==> src/design/ddrct_cfg.svh <==
/*
  Register offsets, field ranges, reset values and codes of the DDR3
  configuration and timing block. Definitions only; included by the
  top module and the testbench.
*/
`ifndef DDRCT_CFG_SVH
`define DDRCT_CFG_SVH
`define DDRCT_OFS_STATUS 8'h04
`define DDRCT_OFS_GEOM   8'h08
`define DDRCT_OFS_REFR   8'h10
`define DDRCT_OFS_TIM1   8'h18
`define DDRCT_OFS_TIM2   8'h1c
`define DDRCT_OFS_TIM3   8'h20
`define DDRCT_OFS_TIM4   8'h28
`define DDRCT_OFS_PMCTL  8'h38
`define DDRCT_GEOM_RST   32'h6000_6032
`define DDRCT_REFR_RST   32'h0000_515c
`define DDRCT_TIM1_RST   32'h0808_0317
`define DDRCT_TIM2_RST   32'h2004_0303
`define DDRCT_TIM3_RST   32'h0000_0204
`define DDRCT_TIM4_RST   32'h0000_493f
`define DDRCT_PMCTL_RST  32'h0000_0000
`define DDRCT_F_TYPE     31:29
`define DDRCT_F_WIDTH    15:14
`define DDRCT_F_CL       13:9
`define DDRCT_F_INTERNAL_BANK_COUNT    6:4
`define DDRCT_F_CHIP_SELECT_COUNT    3
`define DDRCT_F_PAGE     2:0
`define DDRCT_F_SREF     31
`define DDRCT_F_RATE     15:0
`define DDRCT_F_HI       31:24
`define DDRCT_F_MH       23:16
`define DDRCT_F_ML       15:8
`define DDRCT_F_LO       7:0
`define DDRCT_F_LPMODE   10:8
`define DDRCT_F_PDTIM    7:0
`define DDRCT_TYPE_DDR3  3'h3
`define DDRCT_WIDTH_32   2'h1
`define DDRCT_LP_AUTO    3'h4
`define DDRCT_COL_BASE   4'h8
`define DDRCT_INIT_SHIFT 4
`endif

==> src/design/ddrct_pkg.sv <==
/*
  Types of the DDR3 configuration and timing block: states, commands
  and the structs that carry bus, request, command and geometry.
  Assumes ddrct_cfg.svh is on the include path.
*/
package ddrct_pkg;
  typedef enum logic [3:0] {
    ST_INIT = 4'b0001,
    ST_RUN  = 4'b0010,
    ST_PDN  = 4'b0100,
    ST_SREF = 4'b1000
  } ddrct_state_e;
  typedef enum logic [2:0] {
    CMD_NOP = 3'h0,
    CMD_ACT = 3'h1,
    CMD_RD  = 3'h2,
    CMD_WR  = 3'h3,
    CMD_PRE = 3'h4,
    CMD_REF = 3'h5,
    CMD_ZQS = 3'h6,
    CMD_SRE = 3'h7
  } ddrct_cmd_e;
  typedef struct packed {
    logic        cyc;
    logic        stb;
    logic        we;
    logic [3:0]  sel;
    logic [7:0]  adr;
    logic [31:0] dat;
  } ddrct_wbm_s;
  typedef struct packed {
    logic       valid;
    ddrct_cmd_e cmd;
    logic [2:0] bank;
    logic       cs;
  } ddrct_req_s;
  typedef struct packed {
    ddrct_cmd_e cmd;
    logic [2:0] bank;
    logic [1:0] cs_n;
  } ddrct_cmd_s;
  typedef struct packed {
    logic       ddr3;
    logic       bus32;
    logic [3:0] rd_lat;
    logic [2:0] bank_bits;
    logic [3:0] col_bits;
    logic       dual_cs;
  } ddrct_cfg_s;
endpackage : ddrct_pkg

==> src/design/ddrct_top.sv <==
/*
  DDR3 configuration and timing enforcement: Wishbone register file,
  geometry decode, refresh timer, clock-enable control, power-down,
  self refresh and per-bank command spacing.
  Assumes a classic Wishbone master and a command source that holds
  its request until REQ_ACK; one clock, asynchronous reset.
*/
// The address map and the Wishbone interface to the registers are this design's own decisions.
// Functional notes
// - Type three selects DDR3 operation
// - Width code one selects 32-bit bus
// - Latency code 10h gives nine cycles
// - Bank code three gives eight banks
// - Single chip select: second never asserted
// - Page code two gives ten column bits
// - Periodic refresh from programmed interval
// - Interval scaled by sixteen during init
// - Clock enable low through init period
// - Software bit enters and leaves self refresh
// - Every timing field means cycles minus one
// - Cross-bank activates spaced by field plus one
// - Precharge to activate or refresh gap
// - Activate to read or write gap
// - Row open minimum and same-bank activate gap
// - Write to read and write recovery gaps
// - Read to precharge gap
// - Clock enable held field plus one cycles
// - Power-down exit gap before commands
// - Automatic power-down after idle count
`timescale 1ns/10ps
`include "ddrct_cfg.svh"
module ddrct_top #(
  parameter int NB = 8,
  parameter int CW = 8
) (
  input  wire logic               CLK,
  input  wire logic               RST,
  input  wire ddrct_pkg::ddrct_wbm_s WB,
  output logic                    WB_ACK,
  output logic [31:0]             WB_DAT_O,
  input  wire ddrct_pkg::ddrct_req_s REQ,
  output logic                    REQ_ACK,
  output ddrct_pkg::ddrct_cmd_s   CMD,
  output logic                    CKE,
  output ddrct_pkg::ddrct_cfg_s   CFG,
  output logic                    INIT_DONE
);
  import ddrct_pkg::*;

  initial begin
    if (!(NB == 2 || NB == 4 || NB == 8) || CW < 8)
      $error("ddrct_top: NB must be 2, 4 or 8 and CW at least 8");
  end

  function automatic logic [CW-1:0] dn(input logic [CW-1:0] c);
    dn = (c == '0) ? c : c - 1'b1;
  endfunction : dn

  function automatic logic [CW-1:0] mx(input logic [CW-1:0] a,
                                       input logic [CW-1:0] b);
    mx = (a > b) ? a : b;
  endfunction : mx

  function automatic logic [31:0] merge(input logic [31:0] o,
                                        input logic [31:0] n,
                                        input logic [3:0]  s);
    for (int k = 0; k < 4; k++)
      merge[k*8 +: 8] = s[k] ? n[k*8 +: 8] : o[k*8 +: 8];
  endfunction : merge

  logic [31:0]  geom_q, refr_q, tim1_q, tim2_q, tim3_q, tim4_q, pm_q;
  logic         ack_q;
  logic [31:0]  dat_q;
  logic [31:0]  rd_data;
  ddrct_state_e st_q, st_d;
  logic         cke_q, cke_d;
  logic         init_q;
  logic         ref_pend_q;
  logic [19:0]  ref_c_q;
  logic [7:0]   idle_q;
  logic [CW-1:0] cke_c_q, xp_c_q, rrd_c_q, wtr_c_q, busy_c_q;
  logic [CW-1:0] rcd_c[NB];
  logic [CW-1:0] ras_c[NB];
  logic [CW-1:0] rc_c[NB];
  logic [CW-1:0] rp_c[NB];
  logic [CW-1:0] pre_c[NB];
  logic [NB-1:0] open_q;
  logic         ack_req_q;
  ddrct_cmd_s   cmd_q;
  ddrct_cfg_s   cfg_q;
  ddrct_cmd_e   nxt_cmd;
  logic [2:0]   nxt_bank;
  logic         nxt_cs;
  logic         grant;
  logic [NB-1:0] act_b, pre_b, rd_b, wr_b;
  logic         all_rp0;
  logic         vic_ok;
  logic [2:0]   vic_bank;

  // Register fields
  wire [CW-1:0] t_rp   = CW'(tim1_q[`DDRCT_F_HI]);
  wire [CW-1:0] activate_to_access_gap  = CW'(tim1_q[`DDRCT_F_MH]);
  wire [CW-1:0] t_wr   = CW'(tim1_q[`DDRCT_F_ML]);
  wire [CW-1:0] t_ras  = CW'(tim1_q[`DDRCT_F_LO]);
  wire [CW-1:0] t_rc   = CW'(tim2_q[`DDRCT_F_HI]);
  wire [CW-1:0] cross_bank_activate_gap  = CW'(tim2_q[`DDRCT_F_MH]);
  wire [CW-1:0] write_to_read_gap  = CW'(tim2_q[`DDRCT_F_ML]);
  wire [CW-1:0] read_to_precharge_gap  = CW'(tim2_q[`DDRCT_F_LO]);
  wire [CW-1:0] t_cke  = CW'(tim3_q[`DDRCT_F_ML]);
  wire [CW-1:0] t_xp   = CW'(tim3_q[`DDRCT_F_LO]);
  wire [CW-1:0] refresh_cycle_gap  = CW'(tim4_q[`DDRCT_F_ML]);
  wire [CW-1:0] t_zqs  = CW'(tim4_q[`DDRCT_F_LO]);
  wire [15:0]   rate   = refr_q[`DDRCT_F_RATE];
  wire          sr_req = refr_q[`DDRCT_F_SREF];
  wire [2:0]    low_power_select = pm_q[`DDRCT_F_LPMODE];
  wire [7:0]    idle_before_sleep_count = pm_q[`DDRCT_F_PDTIM];
  wire          chip_select_count  = geom_q[`DDRCT_F_CHIP_SELECT_COUNT];

  // Geometry decode
  wire          is_ddr3 = geom_q[`DDRCT_F_TYPE] == `DDRCT_TYPE_DDR3;
  wire          is_32 = geom_q[`DDRCT_F_WIDTH] == `DDRCT_WIDTH_32;
  wire [3:0]    rd_lat = geom_q[`DDRCT_F_CL] == 5'h0 ? 4'h0 :
                         4'(geom_q[13:10]) + 4'h1;
  wire [2:0]    bank_bits = geom_q[`DDRCT_F_INTERNAL_BANK_COUNT];
  wire [3:0]    col_bits = `DDRCT_COL_BASE +
                           4'(geom_q[`DDRCT_F_PAGE]);
  wire [2:0]    bank_mask = 3'((4'h1 << bank_bits) - 4'h1) &
                            3'(NB - 1);
  wire [2:0]    req_bank = REQ.bank & bank_mask;
  wire          req_cs = REQ.cs & chip_select_count;

  // Wishbone decode; a write lands on the edge that sees ack
  wire          wb_hit = WB.cyc & WB.stb;
  wire          wb_wr = wb_hit & WB.we & ack_q;
  wire [7:0]    wb_a = {WB.adr[7:2], 2'b00};
  wire [31:0]   status = {16'h0000, 8'(open_q), st_q,
                          ref_pend_q, cke_q, init_q, 1'b0};
  always_comb begin
    if (wb_a == `DDRCT_OFS_STATUS) rd_data = status;
    else if (wb_a == `DDRCT_OFS_GEOM) rd_data = geom_q;
    else if (wb_a == `DDRCT_OFS_REFR) rd_data = refr_q;
    else if (wb_a == `DDRCT_OFS_TIM1) rd_data = tim1_q;
    else if (wb_a == `DDRCT_OFS_TIM2) rd_data = tim2_q;
    else if (wb_a == `DDRCT_OFS_TIM3) rd_data = tim3_q;
    else if (wb_a == `DDRCT_OFS_TIM4) rd_data = tim4_q;
    else if (wb_a == `DDRCT_OFS_PMCTL) rd_data = pm_q;
    else rd_data = 32'h0000_0000;
  end

  always_ff @(posedge CLK or posedge RST) begin
    if (RST) begin
      ack_q <= 1'b0;
      dat_q <= 32'h0000_0000;
    end else begin
      ack_q <= wb_hit & ~ack_q;
      if (wb_hit & ~ack_q)
        dat_q <= rd_data;
    end
  end

  always_ff @(posedge CLK or posedge RST) begin
    if (RST) begin
      geom_q <= `DDRCT_GEOM_RST;
      refr_q <= `DDRCT_REFR_RST;
      tim1_q <= `DDRCT_TIM1_RST;
      tim2_q <= `DDRCT_TIM2_RST;
      tim3_q <= `DDRCT_TIM3_RST;
      tim4_q <= `DDRCT_TIM4_RST;
      pm_q   <= `DDRCT_PMCTL_RST;
    end else if (wb_wr) begin
      if (wb_a == `DDRCT_OFS_GEOM) geom_q <= merge(geom_q, WB.dat, WB.sel);
      if (wb_a == `DDRCT_OFS_REFR) refr_q <= merge(refr_q, WB.dat, WB.sel);
      if (wb_a == `DDRCT_OFS_TIM1) tim1_q <= merge(tim1_q, WB.dat, WB.sel);
      if (wb_a == `DDRCT_OFS_TIM2) tim2_q <= merge(tim2_q, WB.dat, WB.sel);
      if (wb_a == `DDRCT_OFS_TIM3) tim3_q <= merge(tim3_q, WB.dat, WB.sel);
      if (wb_a == `DDRCT_OFS_TIM4) tim4_q <= merge(tim4_q, WB.dat, WB.sel);
      if (wb_a == `DDRCT_OFS_PMCTL) pm_q <= merge(pm_q, WB.dat, WB.sel);
    end
  end

  // Refresh timer; the init period reuses the same counter scaled up
  wire [19:0] ref_lim = init_q ? {4'h0, rate} :
                        {rate, 4'h0};
  wire        ref_tick = (ref_c_q + 20'h1) >= ref_lim;

  // Bank bookkeeping and precharge-all victim
  always_comb begin
    all_rp0 = 1'b1;
    vic_ok = 1'b0;
    vic_bank = 3'h0;
    for (int i = NB - 1; i >= 0; i--) begin
      if (rp_c[i] != '0) all_rp0 = 1'b0;
      if (open_q[i] && ras_c[i] == '0 && pre_c[i] == '0) begin
        vic_ok = 1'b1;
        vic_bank = 3'(i);
      end
    end
  end

  wire b_open = open_q[req_bank];
  wire can_act = !b_open && rp_c[req_bank] == '0 &&
                 rc_c[req_bank] == '0 && rrd_c_q == '0;
  wire can_acc = b_open && rcd_c[req_bank] == '0;
  wire can_pre = b_open && ras_c[req_bank] == '0 &&
                 pre_c[req_bank] == '0;
  wire idle_bank = open_q == '0 && all_rp0;
  wire req_ok = (REQ.cmd == CMD_ACT) ? can_act :
                (REQ.cmd == CMD_RD)  ? can_acc && wtr_c_q == '0 :
                (REQ.cmd == CMD_WR)  ? can_acc :
                (REQ.cmd == CMD_PRE) ? can_pre :
                (REQ.cmd == CMD_ZQS) ? idle_bank : 1'b0;
  wire issue_ok = busy_c_q == '0 && xp_c_q == '0;
  wire cke_ok = cke_c_q == '0;

  always_comb begin
    st_d = st_q;
    cke_d = cke_q;
    nxt_cmd = CMD_NOP;
    nxt_bank = 3'h0;
    nxt_cs = 1'b0;
    grant = 1'b0;
    case (st_q)
      ST_INIT: begin
        if (ref_tick && cke_ok) begin
          st_d = ST_RUN;
          cke_d = 1'b1;
        end
      end
      ST_RUN: begin
        if (ref_pend_q && issue_ok) begin
          if (idle_bank) begin
            nxt_cmd = CMD_REF;
          end else if (vic_ok) begin
            nxt_cmd = CMD_PRE;
            nxt_bank = vic_bank;
          end
        end else if (sr_req && issue_ok && idle_bank && cke_ok) begin
          nxt_cmd = CMD_SRE;
          cke_d = 1'b0;
          st_d = ST_SREF;
        end else if (REQ.valid && !ack_req_q && !sr_req && issue_ok &&
                     req_ok && REQ.cmd != CMD_NOP) begin
          nxt_cmd = REQ.cmd;
          nxt_bank = req_bank;
          nxt_cs = req_cs;
          grant = 1'b1;
        end else if (low_power_select == `DDRCT_LP_AUTO && !REQ.valid &&
                     idle_q >= idle_before_sleep_count && cke_ok && issue_ok) begin
          cke_d = 1'b0;
          st_d = ST_PDN;
        end
      end
      ST_PDN: begin
        if ((REQ.valid || ref_pend_q || low_power_select != `DDRCT_LP_AUTO) &&
            cke_ok) begin
          cke_d = 1'b1;
          st_d = ST_RUN;
        end
      end
      ST_SREF: begin
        if (!sr_req && cke_ok) begin
          cke_d = 1'b1;
          st_d = ST_RUN;
        end
      end
      default: begin
        st_d = ST_INIT;
        cke_d = 1'b0;
      end
    endcase
  end

  always_comb begin
    for (int i = 0; i < NB; i++) begin
      act_b[i] = nxt_cmd == CMD_ACT && nxt_bank == 3'(i);
      pre_b[i] = nxt_cmd == CMD_PRE && nxt_bank == 3'(i);
      rd_b[i]  = nxt_cmd == CMD_RD && nxt_bank == 3'(i);
      wr_b[i]  = nxt_cmd == CMD_WR && nxt_bank == 3'(i);
    end
  end

  // A counter loaded with a field reaches zero field plus one cycles on
  always_ff @(posedge CLK or posedge RST) begin
    if (RST) begin
      open_q <= '0;
      for (int i = 0; i < NB; i++) begin
        rcd_c[i] <= '0;
        ras_c[i] <= '0;
        rc_c[i]  <= '0;
        rp_c[i]  <= '0;
        pre_c[i] <= '0;
      end
    end else begin
      for (int i = 0; i < NB; i++) begin
        rcd_c[i] <= act_b[i] ? activate_to_access_gap : dn(rcd_c[i]);
        ras_c[i] <= act_b[i] ? t_ras : dn(ras_c[i]);
        rc_c[i]  <= act_b[i] ? t_rc : dn(rc_c[i]);
        rp_c[i]  <= pre_b[i] ? t_rp : dn(rp_c[i]);
        pre_c[i] <= rd_b[i] ? mx(dn(pre_c[i]), read_to_precharge_gap) :
                    wr_b[i] ? mx(dn(pre_c[i]), t_wr) :
                    dn(pre_c[i]);
        open_q[i] <= act_b[i] | (open_q[i] & ~pre_b[i]);
      end
    end
  end

  wire cke_edge = cke_d != cke_q;
  wire cke_rise = cke_d & ~cke_q;
  wire any_cmd = nxt_cmd != CMD_NOP;
  always_ff @(posedge CLK or posedge RST) begin
    if (RST) begin
      cke_c_q  <= '0;
      xp_c_q   <= '0;
      rrd_c_q  <= '0;
      wtr_c_q  <= '0;
      busy_c_q <= '0;
    end else begin
      cke_c_q  <= cke_edge ? t_cke : dn(cke_c_q);
      xp_c_q   <= cke_rise ? t_xp : dn(xp_c_q);
      rrd_c_q  <= nxt_cmd == CMD_ACT ? cross_bank_activate_gap : dn(rrd_c_q);
      wtr_c_q  <= nxt_cmd == CMD_WR ? write_to_read_gap : dn(wtr_c_q);
      busy_c_q <= nxt_cmd == CMD_REF ? refresh_cycle_gap :
                  nxt_cmd == CMD_ZQS ? t_zqs : dn(busy_c_q);
    end
  end

  // Set wins over clear: a tick in the refresh cycle stays pending
  always_ff @(posedge CLK or posedge RST) begin
    if (RST) begin
      st_q <= ST_INIT;
      cke_q <= 1'b0;
      init_q <= 1'b0;
      ref_c_q <= 20'h0_0000;
      ref_pend_q <= 1'b0;
      idle_q <= 8'h00;
    end else begin
      st_q <= st_d;
      cke_q <= cke_d;
      if (st_q == ST_INIT && st_d == ST_RUN)
        init_q <= 1'b1;
      ref_c_q <= ref_tick ? 20'h0_0000 : ref_c_q + 20'h1;
      if (ref_tick && st_q != ST_INIT)
        ref_pend_q <= 1'b1;
      else if (nxt_cmd == CMD_REF)
        ref_pend_q <= 1'b0;
      if (st_q != ST_RUN || REQ.valid || any_cmd)
        idle_q <= 8'h00;
      else if (idle_q != 8'hff)
        idle_q <= idle_q + 8'h01;
    end
  end

  always_ff @(posedge CLK or posedge RST) begin
    if (RST) begin
      cmd_q <= '{cmd: CMD_NOP, bank: 3'h0, cs_n: 2'b11};
      ack_req_q <= 1'b0;
      cfg_q <= '0;
    end else begin
      cmd_q.cmd <= nxt_cmd;
      cmd_q.bank <= nxt_bank;
      cmd_q.cs_n <= !any_cmd ? 2'b11 :
                    nxt_cs ? 2'b01 : 2'b10;
      ack_req_q <= grant;
      cfg_q <= '{ddr3: is_ddr3, bus32: is_32, rd_lat: rd_lat,
                 bank_bits: bank_bits, col_bits: col_bits,
                 dual_cs: chip_select_count};
    end
  end

  assign WB_ACK = ack_q;
  assign WB_DAT_O = dat_q;
  assign REQ_ACK = ack_req_q;
  assign CMD = cmd_q;
  assign CKE = cke_q;
  assign CFG = cfg_q;
  assign INIT_DONE = init_q;

  // Checks on the command stream
  AST_CKE_INIT: assert property (@(posedge CLK) disable iff (RST)
    (st_q == ST_INIT) |-> !cke_q) else $error("cke high during init");
  AST_CS1_OFF: assert property (@(posedge CLK) disable iff (RST)
    !chip_select_count && $stable(chip_select_count) |=> cmd_q.cs_n[1])
    else $error("second chip select used");
  AST_CKE_HOLD: assert property (@(posedge CLK) disable iff (RST)
    $changed(cke_q) && t_cke != '0 |=> $stable(cke_q))
    else $error("cke width short");
  AST_XP_GAP: assert property (@(posedge CLK) disable iff (RST)
    $rose(cke_q) && t_xp != '0 |-> cmd_q.cmd == CMD_NOP ##1
    cmd_q.cmd == CMD_NOP) else $error("command inside exit gap");
  AST_RRD_GAP: assert property (@(posedge CLK) disable iff (RST)
    cmd_q.cmd == CMD_ACT && cross_bank_activate_gap != '0 |=> cmd_q.cmd != CMD_ACT)
    else $error("activates too close");
  AST_RFC_GAP: assert property (@(posedge CLK) disable iff (RST)
    cmd_q.cmd == CMD_REF && refresh_cycle_gap != '0 |=> cmd_q.cmd == CMD_NOP)
    else $error("command inside refresh cycle");
  AST_RP_GAP: assert property (@(posedge CLK) disable iff (RST)
    cmd_q.cmd == CMD_PRE && t_rp != '0 |=>
    !(cmd_q.cmd == CMD_ACT && cmd_q.bank == $past(cmd_q.bank)))
    else $error("activate inside precharge gap");
  AST_RCD_GAP: assert property (@(posedge CLK) disable iff (RST)
    cmd_q.cmd == CMD_ACT && activate_to_access_gap != '0 |=>
    !((cmd_q.cmd == CMD_RD || cmd_q.cmd == CMD_WR) &&
      cmd_q.bank == $past(cmd_q.bank))) else $error("access too early");
  AST_SREF_CKE: assert property (@(posedge CLK) disable iff (RST)
    cmd_q.cmd == CMD_SRE |-> !cke_q ##1 !cke_q)
    else $error("cke high in self refresh");
endmodule : ddrct_top

==> config.mk <==
export PLATFORM = sky130hd
export DESIGN_NAME = ddrct_top
export DESIGN_NICKNAME = d
export VERILOG_FILES = /design/src/design/ddrct_pkg.sv /design/src/design/ddrct_top.sv
export VERILOG_INCLUDE_DIRS = /design/src /design/src/design
export SDC_FILE = /design/constraint.sdc
export NUM_CORES = 2
export LEC_CHECK = 0
export ABC_CLOCK_PERIOD_IN_PS = 31900
export CAP_MARGIN = 20
export CORE_UTILIZATION = 48
export DETAILED_ROUTE_END_ITERATION = 8
export DONT_BUFFER_PORTS = 1
export PLACE_DENSITY = 0.72
export SYNTH_ARGS = -nofsm -noshare
export SYNTH_HDL_FRONTEND = slang
export SYNTH_SLANG_ARGS = --single-unit
==> constraint.sdc <==
create_clock -name CLK -period 31.9 [get_ports CLK]
set_input_delay 6.38 -clock CLK [delete_from_list [all_inputs] [get_ports CLK]]
set_output_delay 6.38 -clock CLK [all_outputs]
set_load 0.03 [all_outputs]
# Yosys cells after proc, flatten, opt, wreduce, memory -nomap -nowiden
# Index checks and enable logic that the tools add are counted.
[word_totals]
ff_bits = 683
input_bits = 57
output_inout_bits = 58
wordCells = 663
[op_classes]
n_addsub = 50
n_lt_le_gt_ge = 20
eq_ne = 76
shifts = 1
mux = 214
n_bitwise = 34
reduce_logical = 176
[op_table]
columns = ["op", "n"]
rows = [
  ["$mux W8", 127],
  ["$logic_not A8 Y1", 51],
  ["$sub A8 B1 Y8 const B", 45],
  ["$mux W32", 8],
  ["$gt A8 B8 Y1", 16],
  ["$bmux W8 S3", 5],
  ["$reduce_and A3 Y1", 28],
  ["$logic_and A1 B1 Y1", 75],
  ["$ne A2 B2 Y1 const B", 36],
  ["$reduce_bool A8 Y1", 8],
  ["$mux W3", 20],
  ["$mux W20", 2],
  ["$mux W1", 39],
  ["$mux W4", 8],
  ["$eq A3 B3 Y1 const B", 10],
  ["$eq A3 B2 Y1 const B", 7],
  ["$add A20 B1 Y20 const B", 1],
  ["$ge A20 B20 Y1", 1],
  ["$eq A6 B3 Y1 const B", 3],
  ["$eq A6 B4 Y1 const B", 3],
  ["$pmux W4 S4", 1],
  ["$and A1 B1 Y1", 14],
  ["$not A1 Y1", 10],
  ["$eq A3 B1 Y1 const B", 3],
  ["33 further kinds", 50],
]

# Depth between registers and ports, before layout
[logic_depth]
word_depth = 26
depth_mapped = 20

# Least setup slack after synthesis
# Ideal clock, no wire load.
[synth_path]
kind = "in2reg"
startpoint = "in REQ[1] (netlist bit)"
endpoint = "reg pre_c[15] (netlist bit)"
setup_ns = 0.126
t_arrival_ns = 9.423
required_ns = 31.774
slack_ns = 22.351
cell_stages = 14
path_buffers = 3
path_cell_list = "buf_2 mux2_2 a32oi_1 nand2_1 or3_1 o31ai_2 a32o_1 a31o_4 buf_6 nand3_2 a211oi_2 buf_4 nor3_1 a221o_1"
[synth_between]
elab_chain_len = 22
word_cells_on_any_way = 53
cone_classes = "eq/ne: 3; mux: 31; bitwise: 2; reduce/logical: 17"
[synth_lines]
columns = ["element", "line_no", "rtl"]
rows = [
  ["from (decl)", "ddrct_top.sv:41", "input wire ddrct_pkg::ddrct_req_s REQ,"],
  ["$and A3 B3 Y3 *", "ddrct_top.sv:129", "wire [2:0] req_bank = REQ.bank & bank_mask;"],
  ["$not A3 Y4 (not written as such)", "n/a", ""],
  ["$bmux W8 S3", "ddrct_top.sv:204", "wire can_pre = b_open && ras_c[req_bank] == '0 &&"],
  ["$mux W8 (not written as such) (2 in series)", "ddrct_top.sv:204", ""],
  ["$logic_not A8 Y1", "ddrct_top.sv:204", ""],
  ["$logic_and A1 B1 Y1 (2 in series)", "ddrct_top.sv:204", ""],
  ["$mux W1", "ddrct_top.sv:210", "(REQ.cmd == CMD_PRE) ? can_pre :"],
  ["$mux W1", "ddrct_top.sv:209", "(REQ.cmd == CMD_WR) ? can_acc :"],
  ["[... 4 more ...]", "n/a", ""],
  ["$mux W3", "ddrct_top.sv:241", "end else if (REQ.valid && !ack_req_q && !sr_req && issue_ok &&"],
  ["$mux W3", "ddrct_top.sv:237", "end else if (sr_req && issue_ok && idle_bank && cke_ok) begin"],
  ["$mux W3", "ddrct_top.sv:230", "if (ref_pend_q && issue_ok) begin"],
  ["$mux W3", "ddrct_top.sv:222", "case (st_q)"],
  ["$eq A3 B2 Y1 / $eq A3 B3 Y1 (equally long branches)", "ddrct_top.sv:278, ddrct_top.sv:277", ""],
  ["$logic_and A1 B1 Y1", "ddrct_top.sv:278", "wr_b[i] = nxt_cmd == CMD_WR && nxt_bank == 3'(i);"],
  ["$mux W8", "ddrct_top.sv:300", "wr_b[i] ? mx(dn(pre_c[i]), t_wr) :"],
  ["$mux W8 *", "ddrct_top.sv:299", "pre_c[i] <= rd_b[i] ? mx(dn(pre_c[i]), read_to_precharge_gap) :"],
  ["to (signal, indexed assignment)", "ddrct_top.sv:299", ""],
  ["to (decl)", "ddrct_top.sv:86", "logic [CW-1:0] pre_c[NB];"],
]
# Every way passes the cells marked *; elsewhere a longest branch is shown, timed or not. The select of a mux whose other input is x is not followed.
# A chain may end at the register's enable or synchronous reset.

# Worst setup path after layout
[layout_path]
startpoint = "in REQ[6] (netlist bit)"
endpoint = "reg rp_c[38] (netlist bit)"
[layout_between]
elab_chain_len = 15
word_cells_on_any_way = 26
cone_classes = "eq/ne: 8; mux: 14; reduce/logical: 4"
[layout_lines]
columns = ["element", "line_no", "rtl"]
rows = [
  ["$eq A3 B3 Y1", "ddrct_top.sv:211", "(REQ.cmd == CMD_ZQS) ? idle_bank : 1'b0;"],
  ["$mux W1", "ddrct_top.sv:211", ""],
  ["$mux W1", "ddrct_top.sv:210", ""],
  ["$mux W1", "ddrct_top.sv:209", ""],
  ["$mux W1", "ddrct_top.sv:208", "(REQ.cmd == CMD_RD) ? can_acc && wtr_c_q == '0 :"],
  ["$mux W1", "ddrct_top.sv:207", "wire req_ok = (REQ.cmd == CMD_ACT) ? can_act :"],
  ["$logic_and A1 B1 Y1", "ddrct_top.sv:241", ""],
  ["$logic_and A1 B1 Y1", "ddrct_top.sv:242", "req_ok && REQ.cmd != CMD_NOP) begin"],
  ["$mux W3", "ddrct_top.sv:241", ""],
  ["$mux W3", "ddrct_top.sv:237", ""],
  ["$mux W3", "ddrct_top.sv:230", ""],
  ["$mux W3", "ddrct_top.sv:222", ""],
  ["$eq A3 B3 Y1 / $eq A3 B2 Y1 (equally long branches)", "ddrct_top.sv:276", "pre_b[i] = nxt_cmd == CMD_PRE && nxt_bank == 3'(i);"],
  ["$logic_and A1 B1 Y1 *", "ddrct_top.sv:276", ""],
  ["$ne A2 B2 Y1 (no source line) / $mux W8 (equally long branches)", "n/a", ""],
  ["to (signal, indexed assignment)", "ddrct_top.sv:298", "rp_c[i] <= pre_b[i] ? t_rp : dn(rp_c[i]);"],
  ["to (decl)", "ddrct_top.sv:85", "logic [CW-1:0] rp_c[NB];"],
]
# Every way passes the cells marked *; elsewhere a longest branch is shown, timed or not.

==> out/results.ini <==
[run_status]
status = complete, no violations

[final_layout]
seqCellArea_um2 = 17100
finalNetCount = 4392
fin_area_um2 = 44500
area_growth_pct = 9.01
drive_gt1_share_pct = 14.0
fillers = 7212
multi_input_area_um2 = 22300

[worst_setup_path]
critical_path_arrival_ps = 11260
crit_path_end_kind = flip-flop
reg2reg_setup_slack_ps = 25760
reg2regPathDepth = 12
reg2reg_to = rp_c[38]$_DFFE_PP0P_
cp_max_fo = 17
worstPathRequired_ps = 32410
cp-start-kind = input port
critical_path_class = input port to flip-flop
timing.rr.start = rp_c[16]$_DFFE_PP0P_

[floorplan]
io_pins = 115
row_count = 106
fp.dieW_um = 294
die_h_um = 294
die_area_um2 = 86300
start_util_pct = 48.7
core_um2 = 84000

[yosys]
synth_top_area_cell = dfrtp_1
synth_flop_cell = dfrtp_1
synth_most_common_cell = dfrtp_1
ys_seq_area_share_pct = 42.0
synth.avg_cell_area_um2 = 9.81
async_flop_share_pct = 100
syn-cell-area_um2 = 40900
ys_top_cells_by_count = dfrtp_1, nand2_1, nor2_1
yosysWarnings = 0
synth_nets = 4441
synth_edf_count = 0
synth_top_area_share_pct = 39.3
synth.distinct_cells = 117
yosys-top-cells-area = dfrtp_1, mux2_2, ha_1, nand2_1, o21ai_0
syn_inst = 4165
ys_seq_elements = 683

[clock_tree]
cts_setup_buffers = 0
root_buffer = clkbuf_16
clock_sinks = 683
cts_resized = 0
clock_latency_ps = 640
ctsHoldBuffers = 0
cts_tree = built
clk_path_buf_depth = 3
clk_pin_slew_worst_paths_ps = 60
htree_levels = 3
cts_made_buffers = 73

[place]
globalplace.congestion = 0.975
pre_cts_ws_ps = 20580
portBuffers = 0
post-dp-hpwl_um = 84100
dpl_cell_area_um2 = 41900

[routing]
viasPerCell = 6.25
first_pass_iters = 7
final_antenna_net_count = 0
drc = 0
drt_iter0_markers = 3511
vias = 33200
wl_um = 119000
wl_per_cell_um = 22.4

[grt]
grt_max_degree = 131
grt_pass1_vias = 31700
grt_pass1_wl_um = 184000
grt_use_total_pct = 27.5
antenna_found_initial = 5
gr-total-overflow = 0

[timing]
setup_viol = 0
hold_viol = 0
clock-skew-final_ps = 45.3
fin_setup_tns_ps = 0
rsz0062_at_grt = no
fin_crit_sh_pct = 33.7
fin_crit_ps = 10750
maxSlewHeadroom_pct = 26.8
report.final.slew_viol_count = 0
worst_slew_pin_slew_ps = 1090
fmax_ghz = 0.0930
worst_slack_ps = 21150

[min_path]
hold_class = flip-flop to flip-flop
holdPathStages = 0
min_from = geom_q[1]$_DFFE_PP1P_
whs_endpoint = CFG[2]$_DFF_PP0_

[pwr]
sw_frac_of_total_pct = 22.5
pwr-share-comb_pct = 2.8
finalPower_uw = 1850
p_seq_share_pct = 47.4
power.switching_uw = 416
p_int_uw = 1430
power_density_nw_per_um2 = 41.5
ir_drop_mv = 0.0453
clock_power_share_pct = 49.8
p_leak_uw = 0.0206

[flow_run]
max_cap_viol_count = 0

## registers in the layout, summed over array words and instances (netlist names), 64 cells and up
name   count
rp_c      64
rc_c      64
ras_c     64
pre_c     64
rcd_c     64
## worst max-delay path, stage by stage
cell and delay [ps]:
nor3b_1 510, nand4_1 450, a311oi_1 620, o31ai_1 340, o31ai_2 280, and2_1 290
a221o_1 600, nand3_2 480, nor3_2 870, mux2_2 410
## worst max path at each step
stage                            end  startpoint  cells past startpoint  slack, ps
2_1_floorplan       CFG[0]$_DFF_PP0_         RST                      1       6440
3_3_place_gp   ras_c[36]$_DFFE_PP0P_      REQ[6]                     11      20630
3_5_place_dp   ras_c[36]$_DFFE_PP0P_      REQ[6]                     11      20580
4_1_cts        ras_c[36]$_DFFE_PP0P_      REQ[6]                     11      21220
5_1_grt         rp_c[38]$_DFFE_PP0P_      REQ[6]                     10      21100
6_report        rp_c[38]$_DFFE_PP0P_      REQ[6]                     10      21150
## kinds of logic after synthesis
logic type | share of synthesized area [%]
other | 0.00918
adders and majority gates | 6.71
and+or+nand+nor | 18.3
xor gates and xnor gates | 4.20
buffers and inverters | 3.53
DFF | 42.0
AOI/OAI and AO/OA | 14.7
muxes | 10.6
## routing by layer
| layer | routed length [um] | up-vias | global-route usage [%] |
|---|---|---|---|
| met1 | 49900 | 16400 | 37.4 |
| met3 | 10800 | 280 | 5.38 |
| li1 | - | 15000 | - |
| met4 | 5000 | 2 | 11.6 |
| met5 | 13 | - | 0 |
| met2 | 53300 | 1429 | 42.7 |
## cell usage in the layout (no fill, tap or decap), types with 62 or more instances in the layout
cell type and count:
dfrtp_1 641, nand2_1 492, nor2_1 281, mux2_2 260, o21ai_0 247, ha_1 219, a21oi_1 207, inv_1 165
nor3_1 153, xnor2_1 122, a21o_1 115, nand3_1 99, clkbuf_16 75, xor2_1 74, mux2i_1 62
## stage by stage
step,hold slack [ps],util (%),cells
CTS,438,53.0,5306
floorplan,352,-,4165
global placement,427,49.9,5173
finish,440,53.0,5309
detailed placement,427,49.9,5173
global route,444,53.0,5308
## power groups by stage
stage | sequential [uW] | combinational (uW) | clock, uW
6_report | 876 | 51.7 | 921
5_1_grt | 876 | 58.3 | 966
4_1_cts | 876 | 51.9 | 931
3_5_place_dp | 892 | 52.0 | 0
3_3_place_gp | 892 | 51.5 | 0
2_1_floorplan | 890 | 41.0 | 0
## layout make-up
class | instances | share of cell area (%)
Multi-Input combinational cell | 3139 | 50.1
Clock buffer | 103 | 4.74
Sequential cell | 683 | 38.5
Inverter | 166 | 1.42
Timing Repair Buffer | 53 | 0.955
Clock inverter | 30 | 1.11
Tap cell | 1134 | 3.19
Antenna cell | 1 | 0.00562
(Power assumes the default switching activity.)
